File: src/inc/flash_pins_pkg.sv
package flash_pins_pkg;

  // Serial byte framing
  localparam int         BYTE_W    = 8;
  localparam int         CNT_W     = 3;
  localparam logic [2:0] CNT_ZERO  = 3'h0;
  localparam logic [2:0] CNT_ONE   = 3'h1;
  localparam logic [2:0] BIT_LAST  = 3'h7;
  localparam logic [2:0] DUAL_LAST = 3'h3;
  localparam logic [7:0] BYTE_ZERO = 8'h00;

  // Synchronised pin vector layout
  localparam int         PIN_N     = 3;
  localparam int         PIN_CS    = 0;
  localparam int         PIN_SCK   = 1;
  localparam int         PIN_SI    = 2;
  localparam logic [2:0] PIN_RESET = 3'h1;

  typedef enum logic [1:0] {
    st_standby,
    st_selected,
    st_finishing
  } link_state_type;

endpackage

File: src/rtl/pin_edge_sync.sv
`timescale 1ns/1ps
module pin_edge_sync
  import flash_pins_pkg::*;
(
  // Clock and reset
  input  wire logic             ref_clk,
  input  wire logic             srst,
  // Raw pins
  input  wire logic [PIN_N-1:0] pins_in,
  // Synchronised view
  output logic      [PIN_N-1:0] level,
  output logic      [PIN_N-1:0] rise,
  output logic      [PIN_N-1:0] fall
);

  ////////////////////////////////////////////////////////////////////////////
  // All pins share one path length, so data and clock stay aligned
  genvar i;
  generate
    for (i = 0; i < PIN_N; i++)
    begin : g_pin
      logic meta_r;
      logic sync_r;
      logic prev_r;

      always_ff @(posedge ref_clk)
      begin
        if (srst)
        begin
          meta_r <= PIN_RESET[i];
          sync_r <= PIN_RESET[i];
          prev_r <= PIN_RESET[i];
        end
        else
        begin
          meta_r <= pins_in[i];
          sync_r <= meta_r;
          prev_r <= sync_r;
        end
      end

      assign level[i] = sync_r;
      assign rise[i]  = sync_r & ~prev_r;
      assign fall[i]  = ~sync_r & prev_r;
    end
  endgenerate

endmodule // pin_edge_sync

File: src/rtl/serial_flash_pin_interface.sv
`timescale 1ns/1ps
module serial_flash_pin_interface
  import flash_pins_pkg::*;
(
  // Clock and reset
  input  wire logic              ref_clk,
  input  wire logic              srst,
  // Serial pins
  input  wire logic              cs_n,
  input  wire logic              sck,
  input  wire logic              dual_lane_low_in,
  output logic                   dual_lane_low_out,
  output logic                   dual_lane_low_oe_n,
  output logic                   dual_lane_high_out,
  output logic                   dual_lane_high_oe_n,
  // Received bytes
  output logic      [BYTE_W-1:0] rx_data,
  output logic                   rx_valid,
  output logic                   rx_first,
  // Bytes to send
  input  wire logic              tx_en,
  input  wire logic              tx_dual,
  input  wire logic [BYTE_W-1:0] tx_data,
  output logic                   tx_take,
  // Frame and power
  input  wire logic              op_busy,
  output logic                   frame_start,
  output logic                   frame_end,
  output logic                   selected,
  output logic                   standby,
  output logic                   mode3
);

  logic [PIN_N-1:0]  lvl;
  logic [PIN_N-1:0]  rise;
  logic [PIN_N-1:0]  fall;
  logic              live;
  link_state_type    state_r;
  logic [BYTE_W-1:0] in_shift_r;
  logic [CNT_W-1:0]  in_cnt_r;
  logic              first_byte_r;
  logic [BYTE_W-1:0] rx_data_r;
  logic              rx_valid_r;
  logic              rx_first_r;
  logic [BYTE_W-1:0] out_shift_r;
  logic [CNT_W-1:0]  out_cnt_r;
  logic              drive_r;
  logic              dual_drive_r;
  logic              high_out_r;
  logic              low_out_r;
  logic              tx_take_r;
  logic              frame_start_r;
  logic              frame_end_r;
  logic              mode3_r;

  ////////////////////////////////////////////////////////////////////////////
  // Pins come from the host's timing domain
  pin_edge_sync u_sync (
    .ref_clk (ref_clk),
    .srst    (srst),
    .pins_in ({dual_lane_low_in, sck, cs_n}),
    .level   (lvl),
    .rise    (rise),
    .fall    (fall)
  );

  assign live = ~lvl[PIN_CS];

  ////////////////////////////////////////////////////////////////////////////
  // Select and power state
  always_ff @(posedge ref_clk)
  begin
    if (srst)
      state_r <= st_standby;
    else
    begin
      case (state_r)
        st_standby:   if (fall[PIN_CS]) state_r <= st_selected;
        st_selected:
          if (rise[PIN_CS])
            state_r <= op_busy ? st_finishing : st_standby;
        st_finishing:
          if (fall[PIN_CS])
            state_r <= st_selected;
          else if (!op_busy)
            state_r <= st_standby;
        default:      state_r <= st_standby;
      endcase
    end
  end

  always_ff @(posedge ref_clk)
  begin
    if (srst)
    begin
      frame_start_r <= 1'b0;
      frame_end_r   <= 1'b0;
      mode3_r       <= 1'b0;
    end
    else
    begin
      frame_start_r <= fall[PIN_CS];
      frame_end_r   <= rise[PIN_CS];
      // Clock idle level at select tells mode 0 from mode 3
      if (fall[PIN_CS])
        mode3_r <= lvl[PIN_SCK];
    end
  end

  ////////////////////////////////////////////////////////////////////////////
  // Input shift, low lane only, MSB first
  always_ff @(posedge ref_clk)
  begin
    if (srst)
    begin
      in_shift_r   <= BYTE_ZERO;
      in_cnt_r     <= CNT_ZERO;
      first_byte_r <= 1'b0;
      rx_data_r    <= BYTE_ZERO;
      rx_valid_r   <= 1'b0;
      rx_first_r   <= 1'b0;
    end
    else
    begin
      rx_valid_r <= 1'b0;
      if (fall[PIN_CS])
      begin
        in_cnt_r     <= CNT_ZERO;
        first_byte_r <= 1'b1;
      end
      // Lane is ours during dual read, so the host's bits are meaningless
      else if (live && rise[PIN_SCK] && !dual_drive_r)
      begin
        in_shift_r <= {in_shift_r[BYTE_W-2:0], lvl[PIN_SI]};
        in_cnt_r   <= in_cnt_r + CNT_ONE;
        if (in_cnt_r == BIT_LAST)
        begin
          rx_data_r    <= {in_shift_r[BYTE_W-2:0], lvl[PIN_SI]};
          rx_valid_r   <= 1'b1;
          rx_first_r   <= first_byte_r;
          first_byte_r <= 1'b0;
        end
      end
    end
  end

  ////////////////////////////////////////////////////////////////////////////
  // Output shift on falling clock edges
  always_ff @(posedge ref_clk)
  begin
    if (srst)
    begin
      out_shift_r  <= BYTE_ZERO;
      out_cnt_r    <= CNT_ZERO;
      drive_r      <= 1'b0;
      dual_drive_r <= 1'b0;
      high_out_r   <= 1'b0;
      low_out_r    <= 1'b0;
      tx_take_r    <= 1'b0;
    end
    else
    begin
      tx_take_r <= 1'b0;
      if (!live)
      begin
        // Release both lanes as soon as select rises
        out_cnt_r    <= CNT_ZERO;
        drive_r      <= 1'b0;
        dual_drive_r <= 1'b0;
      end
      else if (fall[PIN_SCK] && tx_en)
      begin
        drive_r <= 1'b1;
        if (out_cnt_r == CNT_ZERO)
        begin
          tx_take_r    <= 1'b1;
          high_out_r   <= tx_data[BYTE_W-1];
          dual_drive_r <= tx_dual;
          if (tx_dual)
          begin
            low_out_r   <= tx_data[BYTE_W-2];
            out_shift_r <= {tx_data[BYTE_W-3:0], 2'b00};
            out_cnt_r   <= DUAL_LAST;
          end
          else
          begin
            out_shift_r <= {tx_data[BYTE_W-2:0], 1'b0};
            out_cnt_r   <= BIT_LAST;
          end
        end
        else
        begin
          out_cnt_r  <= out_cnt_r - CNT_ONE;
          high_out_r <= out_shift_r[BYTE_W-1];
          if (dual_drive_r)
          begin
            low_out_r   <= out_shift_r[BYTE_W-2];
            out_shift_r <= {out_shift_r[BYTE_W-3:0], 2'b00};
          end
          else
            out_shift_r <= {out_shift_r[BYTE_W-2:0], 1'b0};
        end
      end
    end
  end

  assign dual_lane_high_out  = high_out_r;
  assign dual_lane_low_out   = low_out_r;
  assign dual_lane_high_oe_n = ~drive_r;
  // Host must have let go of the low lane by now
  assign dual_lane_low_oe_n  = ~dual_drive_r;
  assign rx_data             = rx_data_r;
  assign rx_valid            = rx_valid_r;
  assign rx_first            = rx_first_r;
  assign tx_take             = tx_take_r;
  assign frame_start         = frame_start_r;
  assign frame_end           = frame_end_r;
  assign mode3               = mode3_r;
  assign selected            = (state_r == st_selected);
  assign standby             = (state_r == st_standby);
endmodule // serial_flash_pin_interface

File: config.mk
export PLATFORM = sky130hd
export DESIGN_NAME = serial_flash_pin_interface
export DESIGN_NICKNAME = d
export VERILOG_FILES = /design/src/inc/flash_pins_pkg.sv /design/src/rtl/pin_edge_sync.sv /design/src/rtl/serial_flash_pin_interface.sv
export SDC_FILE = /design/constraint.sdc
export NUM_CORES = 1
export LEC_CHECK = 0
export ABC_AREA = 1
export BUFFER_PORTS_ARGS = -buffer_cell sky130_fd_sc_hd__buf_2
export CELL_PAD_IN_SITES_DETAIL_PLACEMENT = 0
export CELL_PAD_IN_SITES_GLOBAL_PLACEMENT = 1
export CORE_AREA = 2 2 83 93
export CTS_CLUSTER_DIAMETER = 150
export DETAILED_ROUTE_END_ITERATION = 16
export DIE_AREA = 0 0 85 95
export PLACE_DENSITY_LB_ADDON = 0.1
export REMOVE_ABC_BUFFERS = 1
export SLEW_MARGIN = 30
export SYNTH_ARGS = -nofsm -noshare
export SYNTH_HDL_FRONTEND = slang
export SYNTH_SLANG_ARGS = --single-unit
File: constraint.sdc
create_clock -name ref_clk -period 2.1 [get_ports ref_clk]
set_input_delay 0.315 -clock ref_clk [delete_from_list [all_inputs] [get_ports ref_clk]]
set_output_delay 0.315 -clock ref_clk [all_outputs]
set_load 0.01 [all_outputs]
==> results of run 1 <==
-- power by group through the flow --
stage / clock network (mW) / registers, mW / logic, mW
floorplan: 0 / 0.967 / 0.0497
global placement: 0 / 0.968 / 0.0907
detailed placement: 0 / 0.968 / 0.0903
CTS: 0.737 / 0.946 / 0.0908
global route: 0.771 / 0.948 / 0.102
finish: 0.711 / 0.946 / 0.0881
-- cell families (layout without fill, tap and decap cells) --
family | Yosys count | count (layout) | synth area share [%]
flip-flops | 49 | 49 | 47.29
AND/OR/NAND/NOR | 119 | 119 | 26.48
buffers and inverters | 46 | 82 | 10.01
XOR/XNOR | 2 | 2 | 0.8445
AO/OA/AOI/OAI | 50 | 50 | 12.97
adder cells (fa/ha/maj) | 4 | 4 | 2.413
-- routing by layer --
metal	vias to the layer above	track usage [%]	share of wire (%)
met2	29	19.79	46
met4	0	4.365	1.6
met5	-	0	0
met1	763	15.31	48
met3	6	2.710	4.1
li1	923	-	-
-- Yosys cell counts (2+ instances only) --
library cell and n:
or2_2 2, inv_2 2, xor2_1 2, o211ai_1 6
nand2_1 52, o21ai_0 23, dfxtp_1 49, buf_4 2
nand3_1 12, a21oi_1 15, a31oi_1 3, nand2_2 2
ha_1 4, nor2_4 5, inv_1 36, nand3_2 2
buf_6 3, o21ai_1 3, nor2_1 41, clkbuf_1 2
-- sequential cells by signal, summed over array words and instances, names as in the netlist, 2 cells and up --
signal               flops
in_cnt_r                 3
in_shift_r               7
out_cnt_r                3
out_shift_r              7
rx_data                  8
state_r                  2
u_sync.g_pin.meta_r      3
u_sync.g_pin.prev_r      2
u_sync.g_pin.sync_r      3
-- cells in the final DEF (no fill, tap or decap), types with 4 or more instances in the layout --
cell,n
buf_2,35
nor2_1,41
a21oi_1,15
clkbuf_8,6
nor2_4,5
o211ai_1,6
dfxtp_1,49
o21ai_0,23
nand2_1,52
inv_1,36
ha_1,4
nand3_1,12
-- layout make-up --
| cell class | count | area, sq um | area share [%] |
|---|---|---|---|
| Clock buffer | 7 | 86.33 | 3.570 |
| Clock inverter | 1 | 30.03 | 1.242 |
| Inverter | 39 | 151.4 | 6.260 |
| Multi-Input combinational cell | 175 | 885.9 | 36.63 |
| Sequential cell | 49 | 980.9 | 40.56 |
| Tap cell | 87 | 108.9 | 4.501 |
| Timing Repair Buffer | 35 | 175.2 | 7.243 |
-- through the flow --
step	setup slack, ps	std cells	power (mW)	hold WS, ps	utilization, %
6_report	523.4	393	1.745	185.7	33.47
3_5_place_dp	630.3	385	1.058	392.3	31.86
2_1_floorplan	860.4	263	1.016	384.1	-
4_1_cts	498.8	393	1.774	180.1	33.47
3_3_place_gp	592.4	385	1.059	393.0	31.86
5_1_grt	412.9	393	1.820	186.7	33.47
-- how the worst max path moves through the flow --
stage | cells after the start | start | endpoint
after CTS | 2 | dual_drive_r | dual_lane_low_oe_n
after floorplan | 8 | out_cnt_r[0] | out_shift_r[2]
after global routing | 2 | dual_drive_r | dual_lane_low_oe_n
after global placement | 8 | out_cnt_r[0] | out_shift_r[2]
final | 2 | dual_drive_r | dual_lane_low_oe_n
after detailed placement | 8 | out_cnt_r[0] | out_shift_r[2]
==> results.py, run 1 <==
metrics = {
    "run_status": {
        "status": "finished clean",
    },
    "final_layout": {
        "drive_gt1_share_pct": 18.95,
        "nets": 325,
        "num-fill-cells": 794,
        "antennaDiodeCount": 0,
        "area_growth_pct": 16.59,
        "fin_area_sq_um": 2419,
    },
    "die": {
        "chipWidth_um": 85,
        "rows": 33,
        "initial_utilization_pct": 28.71,
        "dieArea_sq_um": 8075,
        "die_h_um": 95,
        "num_io_pins": 36,
        "core_area_sq_um": 7226,
    },
    "clock_tree": {
        "clock-root-buffer": "clkbuf_8",
        "htree_levels": 2,
        "cts_setup_buffers": 0,
        "clockBufferDepth": 2,
        "cts_tree": "yes",
        "cts.sinks": 49,
        "cts.clk_slew.worst_paths_ps": 90,
        "numCtsBuffers": 5,
        "clk_latency_ps": 300,
        "cts_resized": 0,
        "ctsHoldBuffers": 0,
    },
    "critical_path": {
        "rrSetupSlack_ps": 650,
        "slowest_delay_ps": 570,
        "critical_path_class": "reg -> out",
        "critPathTopFamily": "flip-flops",
        "r2r_start": "out_cnt_r[0]",
        "r2r-end": "out_shift_r[2]",
        "worstSetupEndpointType": "primary output",
        "cp-start-kind": "register",
        "path_cells": "inv_1 > buf_2",
        "slowest_stage": "dfxtp_1",
        "critical_path_required_ps": 1780,
        "worstPathArrival_ps": 1260,
        "worstRegToRegCells": 8,
        "cp_max_fo": 10,
        "cp_num_buf_inv": 2,
    },
    "global_route": {
        "antenna_found_initial": 0,
        "grt_overflow_total": 0,
        "grt_pass1_vias": 1650,
        "grt_max_degree": 27,
        "grt_use_total_pct": 11.99,
        "grt_pass1_wl_mm": 7.714,
    },
    "routing": {
        "vias": 1721,
        "drtIter0Drc": 55,
        "post_drt_via_cell_ratio": 4.379,
        "ant_nets": 0,
        "wl_mm": 4.469,
        "drc_errors": 0,
        "wl_per_cell_um": 11.37,
        "firstDrtPassIters": 4,
    },
    "yosys": {
        "synthFlopType": "dfxtp_1",
        "netlist.area_leader.share_pct": 47.29,
        "syn_avg_cell_area_sq_um": 7.683,
        "synth_top_area_cell": "dfxtp_1",
        "synth-seq-cells": 49,
        "synthCells": 270,
        "async_reset_ff_share_pct": 0,
        "synthTopCellsByArea": "dfxtp_1, nand2_1, nor2_1",
        "ys_warn_count": 0,
        "syn_area_sq_um": 2074,
        "yosysUniqueCellTypes": 24,
        "synth_edf_count": 0,
        "ys_seq_area_share_pct": 47.29,
    },
    "power_and_ir_drop": {
        "share_comb_of_total_power_pct": 5.0,
        "p_sw_share_pct": 22.14,
        "seqPwrFrac_pct": 54.2,
        "p_leak_nw": 1.093,
        "p_int_mw": 1.359,
        "p_sw_mw": 0.3863,
        "clkPwrFrac_pct": 40.8,
        "power_density_nw_per_um2": 721.5,
        "irDropWorstVdd_v": 0.0002614,
    },
    "timing": {
        "setup_tns_ps": 0,
        "maxSlewViolCount": 0,
        "finalCriticalPeriod_ps": 1577,
        "fin_crit_sh_pct": 75.08,
        "setup-violations-final": 0,
        "fin_worst_skew_ps": 7.264,
        "max_freq_ghz": 0.6343,
        "rsz0062_at_grt": "no",
        "worst_pin_slew_ps": 420.6,
        "finalHoldViolations": 0,
        "slew_headroom_pct": 71.92,
    },
    "place": {
        "postPlaceCellArea_sq_um": 2302,
        "port_buffers": 35,
        "dpl.hpwl_mm": 3.185,
        "place.gp.congestion": 0.7214,
    },
    "min_path": {
        "min_path_type": "in -> reg",
        "min_to": "u_sync.g_pin[0].meta_r",
        "hold_depth": 2,
        "hold_start": "cs_n",
    },
    "run": {
        "cap_viol_max_count": 0,
    },
}
Note: power is estimated with default switching activity, not from simulation.
==> run 2, diff against run 1 <==
Settings changed: ABC_AREA 1 to 0, CORE_AREA 2 2 83 93 to 2 2 81 91, DIE_AREA 0 0 85 95 to 0 0 83 93.
Clock period 2.1 ns to 1.64 ns, I/O delays scaled along.
==> results.py, run 2 <==
metrics = {
    "critical_path": {
        "slowest_delay_ps": 310,
        "cp_max_fo": 8,
        "critical_path_required_ps": 1870,
        "worstPathArrival_ps": 1750,
        "cp-start-kind": "register",
        "slowest_stage": "dfxtp_1",
        "worstSetupEndpointType": "register",
        "critical_path_class": "reg -> reg",
        "worstRegToRegCells": 7,
        "r2r-end": "dual_lane_low_out",
        "path_cells": "inv_1 > ha_1 > nor2b_1 > buf_4 > mux2i_1 > o21ai_0 > a21oi_1",
        "rrSetupSlack_ps": 130,
        "r2r_start": "out_cnt_r[0]",
    },
    "global_route": {
        "antenna_found_initial": 0,
        "grt_use_total_pct": 12.01,
        "grt_overflow_total": 0,
        "grt_pass1_vias": 1525,
        "grt_max_degree": 42,
        "grt_pass1_wl_mm": 7.472,
    },
    "clock_tree": {
        "cts.clk_slew.worst_paths_ps": 90,
        "numCtsBuffers": 5,
        "clock-root-buffer": "clkbuf_8",
        "ctsHoldBuffers": 0,
        "cts_tree": "yes",
        "clk_latency_ps": 300,
        "cts_setup_buffers": 0,
        "cts_resized": 0,
        "htree_levels": 2,
        "cts.sinks": 49,
        "clockBufferDepth": 2,
    },
    "run_status": {
        "status": "finished clean",
    },
    "yosys": {
        "synth_edf_count": 0,
        "ys_warn_count": 0,
        "yosys-top-cells-count": "dfxtp_1, nand2_1, mux2i_1, a21oi_1, nor2_1",
        "syn_area_sq_um": 1988,
        "yosysUniqueCellTypes": 31,
        "synthFlopType": "dfxtp_1",
        "ys_seq_area_share_pct": 49.34,
        "synthTopCellsByArea": "dfxtp_1, mux2i_1, nand2_1",
        "synth_top_area_cell": "dfxtp_1",
        "async_reset_ff_share_pct": 0,
        "synth-seq-cells": 49,
        "synthCells": 220,
        "synth_most_common_cell": "dfxtp_1",
        "syn_avg_cell_area_sq_um": 9.037,
        "netlist.area_leader.share_pct": 49.34,
    },
    "min_path": {
        "min_to": "u_sync.g_pin[0].meta_r",
        "hold_start": "cs_n",
        "min_path_type": "in -> reg",
        "hold_depth": 2,
    },
    "routing": {
        "vias": 1580,
        "post_drt_via_cell_ratio": 4.540,
        "drt-met1-wl_mm": 2.184,
        "top_layer": "met4",
        "drtIter0Drc": 51,
        "drc_errors": 0,
        "ant_nets": 0,
        "wl_mm": 4.430,
        "met3RoutedLength_um": 166,
        "route.met2.wl_mm": 2.030,
        "wl_per_cell_um": 12.73,
        "firstDrtPassIters": 4,
    },
    "place": {
        "port_buffers": 35,
        "dpl.hpwl_mm": 3.116,
        "post-place-ws_ps": 141.2,
        "postPlaceCellArea_sq_um": 2300,
        "place.gp.congestion": 0.7196,
    },
    "timing": {
        "max_freq_ghz": 0.6618,
        "fin_crit_sh_pct": 92.14,
        "finalCriticalPeriod_ps": 1511,
        "slew_headroom_pct": 75.35,
        "maxSlewViolCount": 0,
        "fin_worst_skew_ps": 4.513,
        "finalHoldViolations": 0,
        "setup_ws_ps": 128.9,
        "worst_pin_slew_ps": 369.7,
        "setup-violations-final": 0,
    },
    "final_layout": {
        "finish.utilization_pct": 35.56,
        "drive_gt1_share_pct": 23.57,
        "fin_area_sq_um": 2435,
        "antennaDiodeCount": 0,
        "largest_reg_flops": 8,
        "layout_commonest_cell": "dfxtp_1",
        "area_growth_pct": 22.47,
        "nets": 282,
        "final_cell_mix": "dfxtp_1, nand2_1, buf_2",
    },
    "run": {
        "cap_viol_max_count": 0,
    },
    "die": {
        "rows": 32,
        "core_area_sq_um": 6847,
        "chipWidth_um": 83,
        "num_io_pins": 36,
        "die_h_um": 93,
        "dieArea_sq_um": 7719,
        "initial_utilization_pct": 29.04,
    },
    "power_and_ir_drop": {
        "power_density_nw_per_um2": 912.4,
        "irDropWorstVdd_v": 0.0003093,
        "p_leak_nw": 0.9757,
        "power_mw": 2.222,
    },
}
## run 2: logic make-up (layout without fill, tap and decap cells)
logic type                 count (synthesis)  after routing  synth area share (%)
and+or+nand+nor                           91             91                 22.09
DFF                                       49             49                 49.34
AOI/OAI and AO/OA                         31             31                 9.063
muxes                                     23             23                 11.58
buffers and inverters                     21             64                 4.972
adders and majority gates                  4              4                 2.517
xor gates and xnor gates                   1              1                0.4406
## run 2: how the worst max path moves through the flow
| stage | startpoint | end | slack (ps) | depth (start not counted) |
|---|---|---|---|---|
| floorplan | out_cnt_r[0] | dual_lane_low_out | -50 | 6 |
| global placement | out_cnt_r[0] | dual_lane_low_out | 170 | 7 |
| detailed placement | out_cnt_r[0] | dual_lane_low_out | 140 | 7 |
| CTS | out_cnt_r[0] | dual_lane_low_out | 110 | 7 |
| global route | out_cnt_r[0] | dual_lane_low_out | -2 | 7 |
| finish | out_cnt_r[0] | dual_lane_low_out | 130 | 7 |
## run 2: layout make-up
class	count	area, sq um
fillers	735	4412
repair buffers	49	292.8
flip-flops and latches	49	980.9
inverters	7	26.28
clock buffers	6	82.58
multi-input cells	150	908.4
well taps	85	106.4
clock inverters	2	37.54
## run 2: stage by stage
stage	instances	TNS, ps	hold WS (ps)
floorplan	206	-45.82	315.1
CTS	346	0	122.3
global placement	338	0	422.0
global route	348	-2.355	123.1
finish	348	0	131.9
detailed placement	338	0	423.0
## run 2: power by group
| part | switching, mW | total [mW] | leakage (nW) | internal, mW |
|---|---|---|---|---|
| combinational | 0.0577 | 0.106 | 0.522 | 0.0482 |
| clock | 0.410 | 0.906 | 0.0574 | 0.496 |
| sequential | 0.00742 | 1.21 | 0.397 | 1.20 |
| total | 0.475 | 2.22 | 0.976 | 1.75 |
## run 2: layer usage
metal,up-vias,GRT usage (%)
met3,4,3.089
met2,33,19.69
met5,-,0
met1,723,15.40
li1,820,-
met4,0,4.098
## run 2: critical path, delay by kind of cell (launching register included)
family / cells / cell delay (ps)
fa+ha+maj: 1 / 210
compound gates: 2 / 240
flops: 1 / 310
mux: 1 / 230
buf+inv: 2 / 280
simple gates: 1 / 190
